--- src/fsp_consts.svh ---
// Constants of the flash self-program sequencer: offsets, fields, resets, timing.
// Included by the package, the sequencer and the checker; holds definitions only.
`ifndef FSP_CONSTS_SVH
`define FSP_CONSTS_SVH

// Register indices on the plain register port
`define FSP_ADDR_W 3
`define FSP_OFS_PTR_LOW 3'h0
`define FSP_OFS_PTR_HIGH 3'h1
`define FSP_OFS_PTR_UPPER 3'h2
`define FSP_OFS_LATCH 3'h3
`define FSP_OFS_CTRL 3'h4
`define FSP_OFS_KEY 3'h5

// Control register fields
`define FSP_CTRL_CONFIG_SPACE_SELECT 6
`define FSP_CTRL_ERASE 4
`define FSP_CTRL_ABORT 3
`define FSP_CTRL_WRITE_ENABLE_BIT 2
`define FSP_CTRL_START 1

// Pointer and storage geometry
`define FSP_PTR_W 22
`define FSP_HOLD_N 16
`define FSP_HOLD_AW 4
`define FSP_ROW_LSB 6
`define FSP_BLK_LSB 4

// Values
`define FSP_KEY_FIRST 8'h55
`define FSP_KEY_SECOND 8'haa
`define FSP_HOLD_RST 8'hff
`define FSP_BYTE_RST 8'h00

// Timing
`define FSP_CLK_PERIOD_NS 100
`define FSP_LONG_WRITE_NS 2000000
`define FSP_LONG_WRITE_CYC (`FSP_LONG_WRITE_NS / `FSP_CLK_PERIOD_NS)

`endif

--- src/fsp_pkg.sv ---
// Types of the flash self-program sequencer.
// Relies on fsp_consts.svh for the pointer width.
`include "fsp_consts.svh"

package fsp_pkg;

  typedef enum logic [1:0] {
    FSP_PTR_KEEP = 2'h0,
    FSP_PTR_POST_INC = 2'h1,
    FSP_PTR_POST_DEC = 2'h2,
    FSP_PTR_PRE_INC = 2'h3
  } fsp_ptr_mode_t;

  typedef enum logic {
    FSP_ST_IDLE = 1'b0,
    FSP_ST_LONG = 1'b1
  } fsp_state_t;

  typedef struct packed {
    logic go;
    logic erase;
    logic cfg;
    logic [`FSP_PTR_W-1:0] addr;
  } fsp_flash_cmd_t;

  typedef struct packed {
    logic en;
    logic [`FSP_PTR_W-1:0] addr;
  } fsp_flash_rd_t;

endpackage : fsp_pkg

--- src/fsp_sequencer.sv ---
// Flash self-program sequencer: table pointer, byte latch, holding
// registers, unlock key check and timed row erase / block program.
// Assumes a flash array that answers a read one cycle after its enable
// and clears bits only on program; core table ops arrive on clk.
//
// Strobed register access and the register addresses are this design's own decisions.
`timescale 1ns/1ps
`default_nettype none
`include "fsp_consts.svh"

module fsp_sequencer
  import fsp_pkg::*;
#(
  parameter int LONG_CYCLES = `FSP_LONG_WRITE_CYC,
  parameter int TMR_W = 16
) (
  // Clock and reset
  input wire logic clk,
  input wire logic reset_n,
  // Register port
  input wire logic [`FSP_ADDR_W-1:0] reg_addr,
  input wire logic [7:0] reg_wdata,
  input wire logic reg_wr,
  input wire logic reg_rd,
  output logic [7:0] reg_rdata,
  // Core table operations
  input wire logic tbl_rd_req,
  input wire logic tbl_wr_req,
  input wire logic [1:0] tbl_mode,
  output logic cpu_stall,
  // Flash read side
  output fsp_flash_rd_t flash_rd,
  input wire logic [15:0] flash_rdata,
  // Flash long write side
  output fsp_flash_cmd_t flash_cmd,
  output logic [8*`FSP_HOLD_N-1:0] flash_prog_data,
  output logic [`FSP_HOLD_N-1:0] flash_prog_keep
);

  localparam logic [TMR_W-1:0] TMR_LAST = TMR_W'(LONG_CYCLES - 1);

  if (TMR_W < 1 || TMR_W > 30) begin : g_bad_tmr
    $error("TMR_W out of range");
  end
  if (LONG_CYCLES < 1 || LONG_CYCLES > (1 << TMR_W)) begin : g_bad_cycles
    $error("LONG_CYCLES does not fit the timer");
  end

  // State
  logic [`FSP_PTR_W-1:0] ptr_r, ptr_nxt;
  logic [7:0] latch_r, latch_nxt;
  logic [7:0] hold_r [`FSP_HOLD_N];
  logic [7:0] hold_nxt [`FSP_HOLD_N];
  logic config_space_select_r, config_space_select_nxt;
  logic erase_r, erase_nxt;
  logic abort_r, abort_nxt;
  logic write_enable_bit_r, write_enable_bit_nxt;
  logic start_r, start_nxt;
  logic [1:0] key_r, key_nxt;
  fsp_state_t state_r, state_nxt;
  logic [TMR_W-1:0] tmr_r, tmr_nxt;
  fsp_flash_cmd_t cmd_r, cmd_nxt;
  fsp_flash_rd_t rd_r, rd_nxt;
  logic rd_wait_r, rd_wait_nxt;
  logic [7:0] rdata_r, rdata_nxt;

  // Pointer arithmetic on the low 21 bits only
  function automatic logic [`FSP_PTR_W-1:0] ptr_step(input logic [`FSP_PTR_W-1:0] p,
                                                    input logic dec);
    logic [`FSP_PTR_W-2:0] low;
    low = dec ? p[`FSP_PTR_W-2:0] - 1'b1 : p[`FSP_PTR_W-2:0] + 1'b1;
    ptr_step = {p[`FSP_PTR_W-1], low};
  endfunction : ptr_step

  logic idle;
  logic tbl_op;
  logic [`FSP_PTR_W-1:0] ptr_eff;
  logic [`FSP_PTR_W-1:0] ptr_after;
  logic [7:0] ctrl_view;
  logic wr_ctrl;
  logic start_req;
  logic start_ok;
  logic done;

  always_comb begin
    idle = (state_r == FSP_ST_IDLE);
    tbl_op = idle && (tbl_rd_req || tbl_wr_req);
    ptr_eff = ptr_r;
    ptr_after = ptr_r;
    unique case (fsp_ptr_mode_t'(tbl_mode))
      FSP_PTR_KEEP: begin
        ptr_after = ptr_r;
      end
      FSP_PTR_POST_INC: begin
        ptr_after = ptr_step(ptr_r, 1'b0);
      end
      FSP_PTR_POST_DEC: begin
        ptr_after = ptr_step(ptr_r, 1'b1);
      end
      FSP_PTR_PRE_INC: begin
        ptr_eff = ptr_step(ptr_r, 1'b0);
        ptr_after = ptr_eff;
      end
    endcase
    ctrl_view = 8'h00;
    ctrl_view[`FSP_CTRL_CONFIG_SPACE_SELECT] = config_space_select_r;
    ctrl_view[`FSP_CTRL_ERASE] = erase_r;
    ctrl_view[`FSP_CTRL_ABORT] = abort_r;
    ctrl_view[`FSP_CTRL_WRITE_ENABLE_BIT] = write_enable_bit_r;
    ctrl_view[`FSP_CTRL_START] = start_r;
    wr_ctrl = reg_wr && (reg_addr == `FSP_OFS_CTRL);
    start_req = wr_ctrl && reg_wdata[`FSP_CTRL_START] && !start_r && idle;
    start_ok = start_req && (key_r == 2'h2) && reg_wdata[`FSP_CTRL_WRITE_ENABLE_BIT];
    done = (state_r == FSP_ST_LONG) && (tmr_r == '0);
  end

  // Table pointer
  always_comb begin
    ptr_nxt = ptr_r;
    // Table operations, ignored while the core is stalled
    if (tbl_op) begin
      ptr_nxt = ptr_after;
    end
    // A register write in the same cycle overrides its byte
    if (reg_wr) begin
      unique case (reg_addr)
        `FSP_OFS_PTR_LOW: ptr_nxt[7:0] = reg_wdata;
        `FSP_OFS_PTR_HIGH: ptr_nxt[15:8] = reg_wdata;
        `FSP_OFS_PTR_UPPER: ptr_nxt[`FSP_PTR_W-1:16] = reg_wdata[5:0];
        default: begin
        end
      endcase
    end
  end

  always_ff @(posedge clk or negedge reset_n) begin
    if (!reset_n) begin
      ptr_r <= '0;
    end else begin
      ptr_r <= ptr_nxt;
    end
  end

  // Flash read port
  always_comb begin
    rd_nxt = rd_r;
    rd_nxt.en = 1'b0;
    rd_wait_nxt = rd_r.en;
    if (tbl_op && tbl_rd_req) begin
      rd_nxt.en = 1'b1;
      rd_nxt.addr = ptr_eff;
    end
  end

  always_ff @(posedge clk or negedge reset_n) begin
    if (!reset_n) begin
      rd_r <= '0;
      rd_wait_r <= 1'b0;
    end else begin
      rd_r <= rd_nxt;
      rd_wait_r <= rd_wait_nxt;
    end
  end

  // Byte latch
  always_comb begin
    latch_nxt = latch_r;
    if (reg_wr && reg_addr == `FSP_OFS_LATCH) begin
      latch_nxt = reg_wdata;
    end
    // Read data returns one cycle after the flash enable
    if (rd_wait_r) begin
      latch_nxt = rd_r.addr[0] ? flash_rdata[15:8] : flash_rdata[7:0];
    end
  end

  always_ff @(posedge clk or negedge reset_n) begin
    if (!reset_n) begin
      latch_r <= `FSP_BYTE_RST;
    end else begin
      latch_r <= latch_nxt;
    end
  end

  // Holding registers
  always_comb begin
    hold_nxt = hold_r;
    if (tbl_op && !tbl_rd_req) begin
      hold_nxt[ptr_eff[`FSP_HOLD_AW-1:0]] = latch_r;
    end
    if (done && !cmd_r.erase) begin
      for (int i = 0; i < `FSP_HOLD_N; i++) begin
        hold_nxt[i] = `FSP_HOLD_RST;
      end
    end
  end

  always_ff @(posedge clk or negedge reset_n) begin
    if (!reset_n) begin
      for (int i = 0; i < `FSP_HOLD_N; i++) begin
        hold_r[i] <= `FSP_HOLD_RST;
      end
    end else begin
      hold_r <= hold_nxt;
    end
  end

  // Control bits, unlock key and timed long write
  always_comb begin
    config_space_select_nxt = config_space_select_r;
    erase_nxt = erase_r;
    abort_nxt = abort_r;
    write_enable_bit_nxt = write_enable_bit_r;
    start_nxt = start_r;
    key_nxt = key_r;
    state_nxt = state_r;
    tmr_nxt = tmr_r;
    cmd_nxt = cmd_r;
    cmd_nxt.go = 1'b0;
    if (reg_wr) begin
      key_nxt = 2'h0;
      if (reg_addr == `FSP_OFS_KEY) begin
        if (reg_wdata == `FSP_KEY_FIRST) begin
          key_nxt = 2'h1;
        end else if (reg_wdata == `FSP_KEY_SECOND && key_r == 2'h1) begin
          key_nxt = 2'h2;
        end
      end
    end
    if (wr_ctrl) begin
      config_space_select_nxt = reg_wdata[`FSP_CTRL_CONFIG_SPACE_SELECT];
      erase_nxt = reg_wdata[`FSP_CTRL_ERASE];
      abort_nxt = reg_wdata[`FSP_CTRL_ABORT];
      write_enable_bit_nxt = reg_wdata[`FSP_CTRL_WRITE_ENABLE_BIT];
    end
    if (start_ok) begin
      start_nxt = 1'b1;
      state_nxt = FSP_ST_LONG;
      tmr_nxt = TMR_LAST;
      cmd_nxt.go = 1'b1;
      cmd_nxt.erase = reg_wdata[`FSP_CTRL_ERASE];
      cmd_nxt.cfg = reg_wdata[`FSP_CTRL_CONFIG_SPACE_SELECT];
      if (reg_wdata[`FSP_CTRL_ERASE]) begin
        cmd_nxt.addr = {ptr_r[`FSP_PTR_W-1:`FSP_ROW_LSB],
                        `FSP_ROW_LSB'(0)};
      end else begin
        cmd_nxt.addr = {ptr_r[`FSP_PTR_W-1:`FSP_BLK_LSB],
                        `FSP_BLK_LSB'(0)};
      end
    end else if (start_req) begin
      abort_nxt = 1'b1;
    end
    if (done) begin
      state_nxt = FSP_ST_IDLE;
      start_nxt = 1'b0;
      abort_nxt = 1'b0;
      if (cmd_r.erase) begin
        erase_nxt = 1'b0;
      end
    end else if (state_r == FSP_ST_LONG) begin
      tmr_nxt = tmr_r - 1'b1;
    end
  end

  always_ff @(posedge clk or negedge reset_n) begin
    if (!reset_n) begin
      config_space_select_r <= 1'b0;
      erase_r <= 1'b0;
      abort_r <= 1'b0;
      write_enable_bit_r <= 1'b0;
      start_r <= 1'b0;
      key_r <= 2'h0;
      state_r <= FSP_ST_IDLE;
      tmr_r <= '0;
      cmd_r <= '0;
    end else begin
      config_space_select_r <= config_space_select_nxt;
      erase_r <= erase_nxt;
      abort_r <= abort_nxt;
      write_enable_bit_r <= write_enable_bit_nxt;
      start_r <= start_nxt;
      key_r <= key_nxt;
      state_r <= state_nxt;
      tmr_r <= tmr_nxt;
      cmd_r <= cmd_nxt;
    end
  end

  // Register read data, answered one cycle after the strobe
  always_comb begin
    rdata_nxt = 8'h00;
    if (reg_rd) begin
      unique case (reg_addr)
        `FSP_OFS_PTR_LOW: rdata_nxt = ptr_r[7:0];
        `FSP_OFS_PTR_HIGH: rdata_nxt = ptr_r[15:8];
        `FSP_OFS_PTR_UPPER: rdata_nxt = {2'h0, ptr_r[`FSP_PTR_W-1:16]};
        `FSP_OFS_LATCH: rdata_nxt = latch_r;
        `FSP_OFS_CTRL: rdata_nxt = ctrl_view;
        default: rdata_nxt = 8'h00;
      endcase
    end
  end

  always_ff @(posedge clk or negedge reset_n) begin
    if (!reset_n) begin
      rdata_r <= 8'h00;
    end else begin
      rdata_r <= rdata_nxt;
    end
  end

  // Holding bytes to the array; an all-ones byte is marked keep
  for (genvar g = 0; g < `FSP_HOLD_N; g++) begin : g_hold
    assign flash_prog_data[8*g +: 8] = hold_r[g];
    assign flash_prog_keep[g] = (hold_r[g] == `FSP_HOLD_RST);
  end

  assign reg_rdata = rdata_r;
  assign cpu_stall = (state_r == FSP_ST_LONG);
  assign flash_rd = rd_r;
  assign flash_cmd = cmd_r;

endmodule : fsp_sequencer
`default_nettype wire

--- config.mk ---
export PLATFORM = sky130hd
export DESIGN_NAME = fsp_sequencer
export DESIGN_NICKNAME = d
export VERILOG_FILES = /design/src/fsp_pkg.sv /design/src/fsp_sequencer.sv
export VERILOG_INCLUDE_DIRS = /design/src
export SDC_FILE = /design/constraint.sdc
export NUM_CORES = 1
export LEC_CHECK = 0
export ABC_AREA = 0
export BUFFER_PORTS_ARGS = -buffer_cell sky130_fd_sc_hd__buf_2
export CAP_MARGIN = 20
export CELL_PAD_IN_SITES_DETAIL_PLACEMENT = 1
export CELL_PAD_IN_SITES_GLOBAL_PLACEMENT = 1
export CORE_ASPECT_RATIO = 0.75
export CORE_MARGIN = 4
export CORE_UTILIZATION = 38
export CTS_CLUSTER_SIZE = 24
export DETAILED_ROUTE_END_ITERATION = 12
export PLACE_DENSITY = 0.87
export SYNTH_ARGS = -nofsm -noshare
export SYNTH_HDL_FRONTEND = slang
export SYNTH_SLANG_ARGS = --single-unit
--- constraint.sdc ---
create_clock -name clk -period 2.6 [get_ports clk]
set_clock_uncertainty 0.05 [all_clocks]
set_input_delay 0.39 -clock clk [delete_from_list [all_inputs] [get_ports clk]]
set_output_delay 0.39 -clock clk [all_outputs]
set_load 0.05 [all_outputs]
# [After elaboration in Yosys (flattened, before gate mapping)]
# Index checks and enable logic that the tools add are counted.
[word_totals] ff_bits=238 elab_cells=128
[classes] addsub=3 n_lt_le_gt_ge=2 n_eq_ne=28 n_mux=35 bitwise_logic=2 reduce_logical=25
[ops] operator="$mux 128" count=2
[ops] operator="$eq 8x8->1 const B" count=17
[ops] operator="$bwmux 128" count=1
[ops] operator="$pmux 22 s3" count=1
[ops] operator="$mux 8" count=7
[ops] operator="$mux 16" count=3
[ops] operator="$mux 22" count=2
[ops] operator="$pmux 8 s5" count=1
[ops] operator="$demux 8 s4" count=1
[ops] operator="$mux 25" count=1
[ops] operator="$mux 23" count=1
[ops] operator="$add 21x1->21 const B" count=1
[ops] operator="$mux 21" count=1
[ops] operator="$sub 21x1->21 const B" count=1
[ops] operator="$logic_not 16->1" count=1
[ops] operator="$sub 16x1->16 const B" count=1
[ops] operator="$logic_and 1x1->1" count=14
[ops] operator="$mux 6" count=2
[ops] operator="$mux 1" count=9
[ops] operator="$eq 8x7->1 const B" count=1
[ops] operator="$eq 2x2->1 const B" count=3
[ops] operator="$eq 3x2->1 const B" count=2
[ops] operator="$eq 3x3->1 const B" count=2
[ops] operator="$mux 2" count=3
[ops] operator="other kinds (12)" count=17

# [Depth between registers and ports, before layout]
# Gate-level depths: netlist of run 1.
[logic_depth] word_depth=10 ltp_mapped=10 ltp_nobuf=7

# [Least setup slack after synthesis of run 1]
# OpenSTA, ideal clock, no wires.
[synth_timing] path_type="register -> register" start="reg ptr_r[0]" end="reg hold_r, in the netlist flash_prog_data[96]" setup_time_ps=90 arrival_ps=2699 path_slack_ps=-239 path_stages_with_launch=10 period_less_slack_ps=2839 path_cell_list="dfrtp_1 buf_2 buf_1 inv_1 ha_1 and4b_1 o21ai_0 a211oi_2 mux2i_1 nand2_1"
[synth_via] elab_chain_len=10 elab_cells_between_ends=11 classes_between="add/sub (1); order compare (2); mux (6); bitwise (1); reduce/logical (1)"
[synth_rtl] item="start, declared" line_no="fsp_sequencer.sv:50" source="logic [`FSP_PTR_W-1:0] ptr_r, ptr_nxt;"
[synth_rtl] item="start signal, assigned" line_no="fsp_sequencer.sv:140" source="ptr_r <= ptr_nxt;"
[synth_rtl] item="$add 21x1->21" line_no="fsp_sequencer.sv:71" source="low = dec ? p[`FSP_PTR_W-2:0] - 1'b1 : p[`FSP_PTR_W-2:0] + 1'b1;"
[synth_rtl] item="$mux 21 *" line_no="fsp_sequencer.sv:90" source="unique case (fsp_ptr_mode_t'(tbl_mode))"
[synth_rtl] item="$not 4->5 *" line_no="fsp_sequencer.sv:189" source="hold_nxt[ptr_eff[`FSP_HOLD_AW-1:0]] = latch_r;"
[synth_rtl] item="$ge 5x5->1 or $lt 5x1->1 (tied branches)" line_no="fsp_sequencer.sv:189"
[synth_rtl] item="$logic_and 1x1->1" line_no="fsp_sequencer.sv:189"
[synth_rtl] item="$mux 8" line_no="fsp_sequencer.sv:189"
[synth_rtl] item="$demux 8 s4 *" line_no="fsp_sequencer.sv:189"
[synth_rtl] item="$bwmux 128 *" line_no="fsp_sequencer.sv:189"
[synth_rtl] item="$mux 128 *" line_no="fsp_sequencer.sv:188" source="if (tbl_op && !tbl_rd_req) begin"
[synth_rtl] item="$mux 128 *" line_no="fsp_sequencer.sv:191" source="if (done && !cmd_r.erase) begin"
[synth_rtl] item="end signal, assigned by index" line_no="fsp_sequencer.sv:201" source="hold_r[i] <= `FSP_HOLD_RST;"
[synth_rtl] item="end signal, assigned" line_no="fsp_sequencer.sv:204" source="hold_r <= hold_nxt;"
[synth_rtl] item="end, declared" line_no="fsp_sequencer.sv:52" source="logic [7:0] hold_r [`FSP_HOLD_N];"
# Every way passes the cells marked *; elsewhere a longest branch is shown, timed or not. The select of a mux whose other input is x is not followed.
# A chain may end at the register's enable or synchronous reset.

# [Final worst setup path of run 1]
[layout_timing] start="reg ptr_r[4]" end="reg ptr_r[15]"
[layout_via] elab_chain_len=5 elab_cells_between_ends=6 classes_between="add/sub (2); mux (4)"
[layout_rtl] item="$add 21x1->21 or $sub 21x1->21 (tied branches)"
[layout_rtl] item="$pmux 22 s3 *" line_no="fsp_sequencer.sv:90"
[layout_rtl] item="$mux 22 *" line_no="fsp_sequencer.sv:121" source="if (tbl_op) begin"
[layout_rtl] item="$mux 8" line_no="fsp_sequencer.sv:126" source="unique case (reg_addr)"
[layout_rtl] item="$mux 22 *" line_no="fsp_sequencer.sv:125" source="if (reg_wr) begin"
[layout_rtl] item="named net ptr_nxt[15]" line_no="fsp_sequencer.sv:50"
# Mark *: on every way through the listed nets, which the timed path passes. The rest lies on a longest branch. The select of a mux whose other input is x is not followed.

==> results of run 1 <==
-- routing by layer --
metal,vias up,share of wire [%]
met4,4,1.6
li1,5011,-
met3,60,7.7
met2,422,45
met1,5663,46
met5,-,0.059
-- synth_stat cells (all sizes together), types with 3 or more instances --
cell     instances  area (um^2)
nand2          214        803.3
dfstp          128         3363
nand3          124        625.6
o21ai          115        579.3
mux2i          107         1071
dfrtp          106         2653
clkbuf          74        279.0
nor2            66        247.7
nand4           55        350.3
buf             39        195.2
a21oi           27        135.1
xnor2           22        192.7
nor3            21        115.1
nor4            15        115.1
xor2            13        113.9
inv             11        41.29
or3             11        73.82
and3             7        43.79
mux2             7        78.83
a221oi           5        43.79
a22oi            5        37.54
nand4b           5        43.79
nor3b            5        42.54
o21a             5        37.54
a31oi            4        25.02
a41oi            4        35.03
nand2b           4        25.02
nor2b            4        25.02
o211ai           4        35.03
o31a             4        35.03
o31ai            4        30.03
or4              4        30.03
a2111oi          3        82.58
a211oi           3        27.52
a21o             3        22.52
and2             3        18.77
and4             3        26.28
ha               3        37.54
nor4bb           3        30.03
o2111ai          3        45.04
o311ai           3        26.28
-- worst register-to-register path, delay by kind of cell, from the launching register on --
| family | cells | cell delay, ps |
|---|---|---|
| AOI/OAI and AO/OA | 3 | 740 |
| and+or+nand+nor | 2 | 700 |
| DFF | 1 | 470 |
| buffers and inverters | 2 | 440 |
-- where the power goes --
part / switching [mW] / leakage [nW] / internal, mW
logic: 1.04 / 3.27 / 0.476
registers: 0.225 / 2.69 / 3.76
clock network: 1.54 / 0.405 / 2.03
-- stage by stage --
step	total power, mW	setup WS, ps	hold slack (ps)	cell area [um^2]
final	9.074	68.45	82.91	14950
after global routing	9.439	0.6566	75.61	14950
after CTS	9.113	130.3	59.88	14900
after detailed placement	5.505	133.2	345.4	14070
after global placement	5.456	189.0	330.3	14070
after floorplan	4.795	3.019	44.41	12100
-- state kept, by name, summed over array words and instances, names as in the netlist --
name                   cells
flash_prog_data          128
reg_rdata                  8
write_enable_bit_r         1
cpu_stall                  1
erase_r                    1
key_r                      2
config_space_select_r      1
rd_wait_nxt                1
flash_cmd                 21
rd_wait_r                  1
latch_r                    8
ptr_r                     22
abort_r                    1
tmr_r                     16
flash_rd                  22
-- final cells by class --
cell class	count	area (um^2)	area share, %
inverters	11	41.29	0.2763
well taps	406	508.0	3.399
multi-input cells	917	5604	37.50
diodes	3	7.507	0.05023
flip-flops and latches	234	6016	40.25
clock buffers	35	755.7	5.057
clock inverters	10	62.56	0.4186
repair buffers	328	1951	13.05
-- worst paths after layout --
kind | start | to | depth (start not counted)
setup / recovery | ptr_r[4] | ptr_r[15] | 7
hold / removal | reg_rd | reg_rdata[7] | 2
setup reg to reg | ptr_r[4] | ptr_r[15] | 7
hold reg to reg | rd_wait_nxt | rd_wait_r | 0
max in group asynchronous | reset_n | flash_prog_data[19] | 3
min in group asynchronous | reset_n | flash_rd[7] | 2
-- timing repair --
item / 4_1_cts / 5_1_grt
endpoints found under the hold margin: 42 / 0
gates resized for setup: 0 / 5
hold buffers: 1 / 0
setup endpoints to repair: 0 / 9
-- logic make-up (layout without fill, tap and decap cells) --
kind of cell | after synthesis | after routing | share of synthesized area (%)
other | 1 | 7 | 0.03106
multiplexers | 115 | 115 | 9.710
flip-flops | 234 | 234 | 49.82
AO/OA/AOI/OAI | 210 | 210 | 11.21
AND/OR/NAND/NOR | 550 | 550 | 22.10
XOR/XNOR | 35 | 35 | 2.539
buffers and inverters | 124 | 384 | 4.269
adder cells (fa/ha/maj) | 3 | 3 | 0.3109
==> out/qor.csv, run 1 <==
metric,value,unit
DRC,0,
crit-path max cell delay,510,ps
first-pass GRT wire length,70640,um
DR pass1 iterations,5,
number of DRC markers in iteration 0,894,
clock tree root buffer cell,clkbuf_16,
setup TNS,0,ps
CTS H-tree lvls,1,
Setup crit end kind,flop,
share of layout cells above drive strength 1,34.59,%
Mapped Avg Cell Area,9.492,um^2
Nets,1556,
"Clk Latency, worst-skew pair",530,ps
WL per Instance,23.49,um
Routed WL,45660,um
leakage power,6.362,nW
Max clock buf depth,3,
worst slew pin tran,1030,ps
largest net degree at the start of global routing,70,
core area,0.03132,mm^2
Crit Path Class,reg2reg,
"slowest stage cell, crit path",nor4_1,
M2 GR Usage,39.78,%
Post-synth EDFFs,0,
Vias per Instance,5.741,
cell repeated most along the worst path,buf_4,
DIE AREA,0.03472,mm^2
TritonCTS buffer count,26,
Crit path max-delay family,compound AO/OA/AOI/OAI gates,
worst reg-to-reg setup slack,70,ps
slew margin rel.,30.88,%
"Hold Vio Cnt, Final",0,
buffers and inverters on the worst path,2,
I/O pins,236,
Setup-failing EPs final,0,
Initial Utilization,38.55,%
Tcrit/Tclk final,97.37,%
"most common cell after layout, fill and taps aside",buf_2,
RSZ-0062 raised after global routing,no,
Seq cells post-synth,234,
initial antenna violation count,6,
most frequent cells in the layout,"buf_2, nand2_1, dfstp_2",
Yosys warning total,0,
worst-path fanout max,7,
Post-synth ARST share,100.0,%
Worst EP arrival,2880,ps
WP data required,2950,ps
crit start category,flop,
Fmax achieved,395.0,MHz
met3 usage,4.429,%
area grow syn2layout,23.78,%
"Top FF cell, synth",dfstp_2,
CTS tree,done,
max-slew violations,0,
vias in the first global route,11520,
busiest layer in global routing,met2,
Hold WC Path Type,in2reg,
peak supply drop,0.0004597,V
Post-Syn Area,0.01207,mm^2
Cells after Synth,1272,
# port buffers,231,
fin util,47.72,%
placed wire-length estimate,32610,um
Rows,56,
die height,162.4,um
status,completed,
post-CTS setup buffer count,0,
clk slew on worst S/H paths,60,ps
Yosys cell types,77,
Placed Cells,1894,
grt total ovfl,0,
vias,11160,
Pwr per Cell Area,607.1,mW/mm^2
cell-by-cell trace of the critical path,buf_4 -> nor4_1 -> buf_4 -> nand4_1 -> a21o_1 -> a211oi_1 -> o21ai_0,
All-Layer GR Usage,25.82,%
Layout fillers,3621,
part of the Yosys area used for sequential elements,49.82,%
routability cong.,0.9626,
chip width,213.8,um
minimum clock period,2532,ps
max_cap viols,0,
M1 GR Usage,38.82,%
clock sinks,234,
final cell count without fillers,1944,
post-route ant nets,0,
(Power assumes the default switching activity.)
==> inputs of run 2 (changes only) <==
--- a/config.mk
+++ b/config.mk
@@ -9,3 +9,2 @@
 export ABC_AREA = 0
-export BUFFER_PORTS_ARGS = -buffer_cell sky130_fd_sc_hd__buf_2
 export CAP_MARGIN = 20
@@ -15,6 +14,7 @@
 export CORE_MARGIN = 4
-export CORE_UTILIZATION = 38
+export CORE_UTILIZATION = 43
 export CTS_CLUSTER_SIZE = 24
 export DETAILED_ROUTE_END_ITERATION = 12
-export PLACE_DENSITY = 0.87
+export DONT_BUFFER_PORTS = 1
+export PLACE_DENSITY = 0.86
 export SYNTH_ARGS = -nofsm -noshare
==> constraint.sdc (replaced) <==
create_clock -name clk -period 2.6 [get_ports clk]
set_clock_uncertainty 0.05 [all_clocks]
set_input_delay 0.26 -clock clk [delete_from_list [all_inputs] [get_ports clk]]
set_output_delay 0.26 -clock clk [all_outputs]
set_load 0.05 [all_outputs]
==> run 2 against run 1 <==
The flow now finishes with violations (hold timing). Design area is 6.8% lower. Hold slack got worse by 700 ps. Routed wire length fell by 7.8%. Sequential power hardly changed. Via count fell by 6.6%. Clock power up 13%. Non-clock buffer count is 217 lower. Register-to-register slack gained 70 ps. Sequential cell count unchanged.
==> out/qor.csv, run 2 (synthesis gave the netlist of run 1 again) <==
metric,value,unit
status,finished with violations,
violated checks,hold timing,
peak supply drop,0.0005098,V
Placed Cells,1606,
initial antenna violation count,0,
Max clock buf depth,3,
cell-by-cell trace of the critical path,buf_4 -> and4_1 -> nand4_1 -> xnor2_1 -> a22oi_1 -> o31ai_1 -> dlygate4sd3_1,
All-Layer GR Usage,26.51,%
Initial Utilization,44.18,%
worst slew pin tran,841.0,ps
WL per Instance,25.22,um
max-slew violations,0,
crit-path max cell delay,570,ps
CTS Hold Bufs,18,
most frequent cells in the layout,"nand2_1, dfstp_2, nand3_1",
Routed WL,42110,um
share of layout cells above drive strength 1,22.61,%
worst hold slack,-618.0,ps
first-pass GRT wire length,66290,um
vias,10430,
Vias per Instance,6.243,
number of DRC markers in iteration 0,957,
Crit Path Class,reg2reg,
# port buffers,0,
final cell count without fillers,1670,
post-route ant nets,0,
Layout fillers,3037,
"Clk Latency, worst-skew pair",530,ps
Setup crit end kind,flop,
slew margin rel.,43.93,%
CTS H-tree lvls,1,
die height,153.1,um
DRC,0,
crit start category,flop,
Tcrit/Tclk final,94.52,%
DR pass1 iterations,5,
clock tree root buffer cell,clkbuf_16,
Setup-failing EPs final,0,
Nets,1338,
area grow syn2layout,15.37,%
chip width,201.5,um
clk slew on worst S/H paths,70,ps
Fmax achieved,406.9,MHz
Rows,52,
routability cong.,0.9184,
"Hold Vio Cnt, Final",234,
CTS tree,done,
grt total ovfl,0,
placed wire-length estimate,28510,um
worst-path fanout max,8,
largest net degree at the start of global routing,235,
WP data required,3010,ps
DIE AREA,0.03085,mm^2
setup TNS,0,ps
"slowest stage cell, crit path",dfrtp_1,
Worst EP arrival,2870,ps
I/O pins,236,
leakage power,5.687,nW
vias in the first global route,10760,
clock sinks,234,
max_cap viols,0,
Pwr per Cell Area,673.8,mW/mm^2
"most common cell after layout, fill and taps aside",nand2_1,
core area,0.02733,mm^2
Hold WC Path Type,in2async,
total power,9.385,mW
fin util,50.98,%
max FFs per register,128,
minimum clock period,2458,ps
TritonCTS buffer count,25,
## run 2: changes by cell type in the layout (fill, tap and decap cells not counted), moves of 2 or more
cell / before / now
buf_12: 4 / 2
buf_2: 230 / 0
bufinv_16: 0 / 6
clkbuf_1: 3 / 0
clkbuf_8: 5 / 1
clkinv_1: 0 / 2
clkinv_2: 6 / 2
diode_2: 3 / 1
dlygate4sd3_1: 1 / 18
inv_4: 0 / 2
## run 2: area by class of cell
class                      count  area [um^2]  share of cell area [%]
tap                          351        439.2                   3.153
timing repair buffer         111        903.4                   6.485
multi-input combinational    917         5604                   40.23
inverter                      11        41.29                  0.2964
clock buffer                  27        664.4                   4.770
clock inverter                18        259.0                   1.859
sequential                   234         6016                   43.19
antenna                        1        2.502                 0.01796
## run 2: timing repair
action	4_1_cts	5_1_grt
endpoints found under the setup margin	0	6
setup buffers	0	0
gates resized for setup	0	4
endpoints found under the hold margin	279	234
## run 2: through the flow
stage | cell area (um^2) | setup slack [ps]
after floorplan | 12100 | 3.019
after global placement | 12800 | 251.3
after detailed placement | 12800 | 178.0
after CTS | 13900 | 30.38
after global routing | 13930 | -0.7685
final | 13930 | 142.4
## run 2: final timing paths
| path | startpoint | to | cells past startpoint | slack (ps) |
|---|---|---|---|---|
| min | reset_n | ptr_r[10] | 0 | -620 |
| max reg2reg | ptr_r[5] | ptr_r[10] | 7 | 140 |
| max | ptr_r[5] | ptr_r[10] | 7 | 140 |
| max in group asynchronous | reset_n | flash_rd[2] | 0 | 2410 |
| min reg2reg | tmr_r[15] | tmr_r[15] | 1 | 430 |
| min in group clk | tbl_mode[0] | ptr_r[19] | 3 | 40 |
## run 2: routing by layer
metal | track usage (%) | share of wire, % | vias to the layer above
li1 | - | - | 4579
met1 | 39.00 | 45 | 5359
met2 | 40.47 | 45 | 410
met3 | 5.592 | 7.8 | 78
met4 | 6.083 | 2.2 | 0
met5 | 0 | 0 | -
## run 2: worst max-delay path: cells and delay by family, from the launching register on
| family | cells | cell delay (ps) |
|---|---|---|
| XOR/XNOR | 1 | 180 |
| buffers and inverters | 2 | 810 |
| AND/OR/NAND/NOR | 2 | 470 |
| AO/OA/AOI/OAI | 2 | 320 |
| flip-flops | 1 | 570 |
## run 2: where the power goes
group          total [mW]  switching [mW]  internal [mW]
Combinational        1.38           0.903          0.476
Clock                4.03            1.57           2.46
Sequential           3.98           0.220           3.76
Total                9.39            2.70           6.69
==> inputs of run 3 (changes only) <==
Settings changed: BUFFER_PORTS_ARGS set to -buffer_cell sky130_fd_sc_hd__buf_2, CORE_UTILIZATION 43 to 38, DONT_BUFFER_PORTS 1 to unset, PLACE_DENSITY 0.86 to 0.83.
==> run 3 against run 2 <==
The flow now finishes without violations. Sequential cell count unchanged. Register-to-register slack got worse by 40 ps. Global-route usage down 1.7 points. Final cell count increased by 16%. Routed wire length grew 5.9%. Via count is 6.3% higher. Design area grew 7.6%. Hold slack better by 660 ps. Die area up 13%. First-iteration DRC count shrank 8.2%. Clock-buffer cell count grew 8. Sequential share of layout area fell by 3.1 points.
==> out/qor.csv, run 3 (synthesis gave the netlist of run 1 again) <==
metric,value,unit
slew margin rel.,47.53,%
Rows,56,
initial antenna violation count,4,
cell depth of the worst flop-to-flop path,5,
Crit Path Class,reg2reg,
Initial Utilization,38.55,%
vias,11080,
worst hold path cell count,3,
worst-path fanout max,15,
crit start category,flop,
worst slew pin tran,787.1,ps
"Hold Vio Cnt, Final",0,
fin util,47.87,%
DIE AREA,0.03472,mm^2
minimum clock period,2498,ps
Max clock buf depth,3,
vias in the first global route,11150,
Placed Cells,1888,
clock tree root buffer cell,clkbuf_16,
placed wire-length estimate,31910,um
Pwr per Cell Area,623.5,mW/mm^2
Worst EP arrival,2830,ps
DRC,0,
multi-input combinational cell area,0.005634,mm^2
final cell count without fillers,1938,
number of DRC markers in iteration 0,879,
DR pass1 iterations,5,
core area,0.03132,mm^2
"Clk Latency, worst-skew pair",540,ps
Hold Path Sink,flash_cmd[22],
max FFs per register,128,
clk slew on worst S/H paths,60,ps
Nets,1551,
All-Layer GR Usage,24.82,%
CTS tree,done,
chip width,213.8,um
HP Start,reg_wdata[6],
WL per Instance,23.00,um
WP data required,2940,ps
Hold WC Path Type,in2reg,
Tcrit/Tclk final,96.07,%
I/O pins,236,
area grow syn2layout,24.19,%
worst reg-to-reg setup slack,100,ps
share of layout cells above drive strength 1,34.23,%
Fmax achieved,400.3,MHz
peak supply drop,0.0004285,V
worst r2r dst,ptr_r[15],
leakage power,6.368,nW
reg-to-reg critical path startpoint,ptr_r[3],
die height,162.4,um
RSZ-0062 raised after global routing,no,
setup TNS,0,ps
routability cong.,0.9847,
grt total ovfl,0,
max_cap viols,0,
CTS H-tree lvls,1,
Routed WL,44580,um
first-pass GRT wire length,67710,um
# port buffers,231,
"most common cell after layout, fill and taps aside",buf_2,
Setup crit end kind,flop,
post-route ant nets,0,
total power,9.350,mW
Vias per Instance,5.717,
post-CTS setup buffer count,0,
clock sinks,234,
status,completed,
storage element area,0.006016,mm^2
Layout fillers,3594,
most frequent cells in the layout,"buf_2, nand2_1, dfstp_2",
max-slew violations,0,
Setup-failing EPs final,0,
largest net degree at the start of global routing,103,
TritonCTS buffer count,26,
## run 3: metal layers
metal	wire length (um)	share of wire (%)	track usage, %	vias to the layer above
met4	601	1.3	3.809	6
li1	-	-	-	5003
met1	20850	47	37.33	5621
met3	3464	7.8	6.124	55
met2	19630	44	37.09	394
met5	44	0.099	0	-
## run 3: metrics by stage
step,instance area (um^2),setup WS [ps],hold slack (ps)
5_1_grt,14990,3.110,25.42
3_3_place_gp,14020,156.8,41.69
4_1_cts,14930,84.87,17.78
6_report,14990,102.1,38.74
3_5_place_dp,14020,108.7,39.58
2_1_floorplan,12100,3.019,-85.59
## run 3: worst max-delay path, stage by stage (launching register included)
cell      delay, ps
dfrtp_1         660
nand4_1         380
nor4_1          420
mux2i_1         130
a211oi_1        510
o21ai_0         200
## run 3: report_power, final
| group | internal, mW | switching, mW |
|---|---|---|
| sequential | 3.76 | 0.184 |
| clock | 2.29 | 1.55 |
| combinational | 0.479 | 1.09 |
| total | 6.53 | 2.82 |
## run 3: final cells by class
class / instances / area share [%]
Tap cell: 406 / 3.388
Inverter: 11 / 0.2754
Clock inverter: 11 / 0.7260
Timing Repair Buffer: 323 / 12.71
Sequential cell: 234 / 40.12
Multi-Input combinational cell: 917 / 37.58
Antenna cell: 1 / 0.01669
Clock buffer: 35 / 5.190
## run 3: timing repair
action / 4_1_cts / 5_1_grt
resized for setup: 0 / 10
endpoints found under the hold margin: 111 / 0
setup endpoints to repair: 0 / 52
hold buffers: 3 / 0
## run 3: worst max path at each step
| stage | startpoint | endpoint | slack [ps] |
|---|---|---|---|
| after floorplan | ptr_r[0] | flash_prog_data[104] | 3 |
| after global placement | tmr_r[4] | flash_prog_data[59] | 160 |
| after detailed placement | ptr_r[0] | flash_prog_data[42] | 110 |
| after CTS | ptr_r[0] | flash_prog_data[95] | 80 |
| after global routing | ptr_r[0] | flash_prog_data[106] | 3 |
| final | ptr_r[3] | ptr_r[15] | 100 |
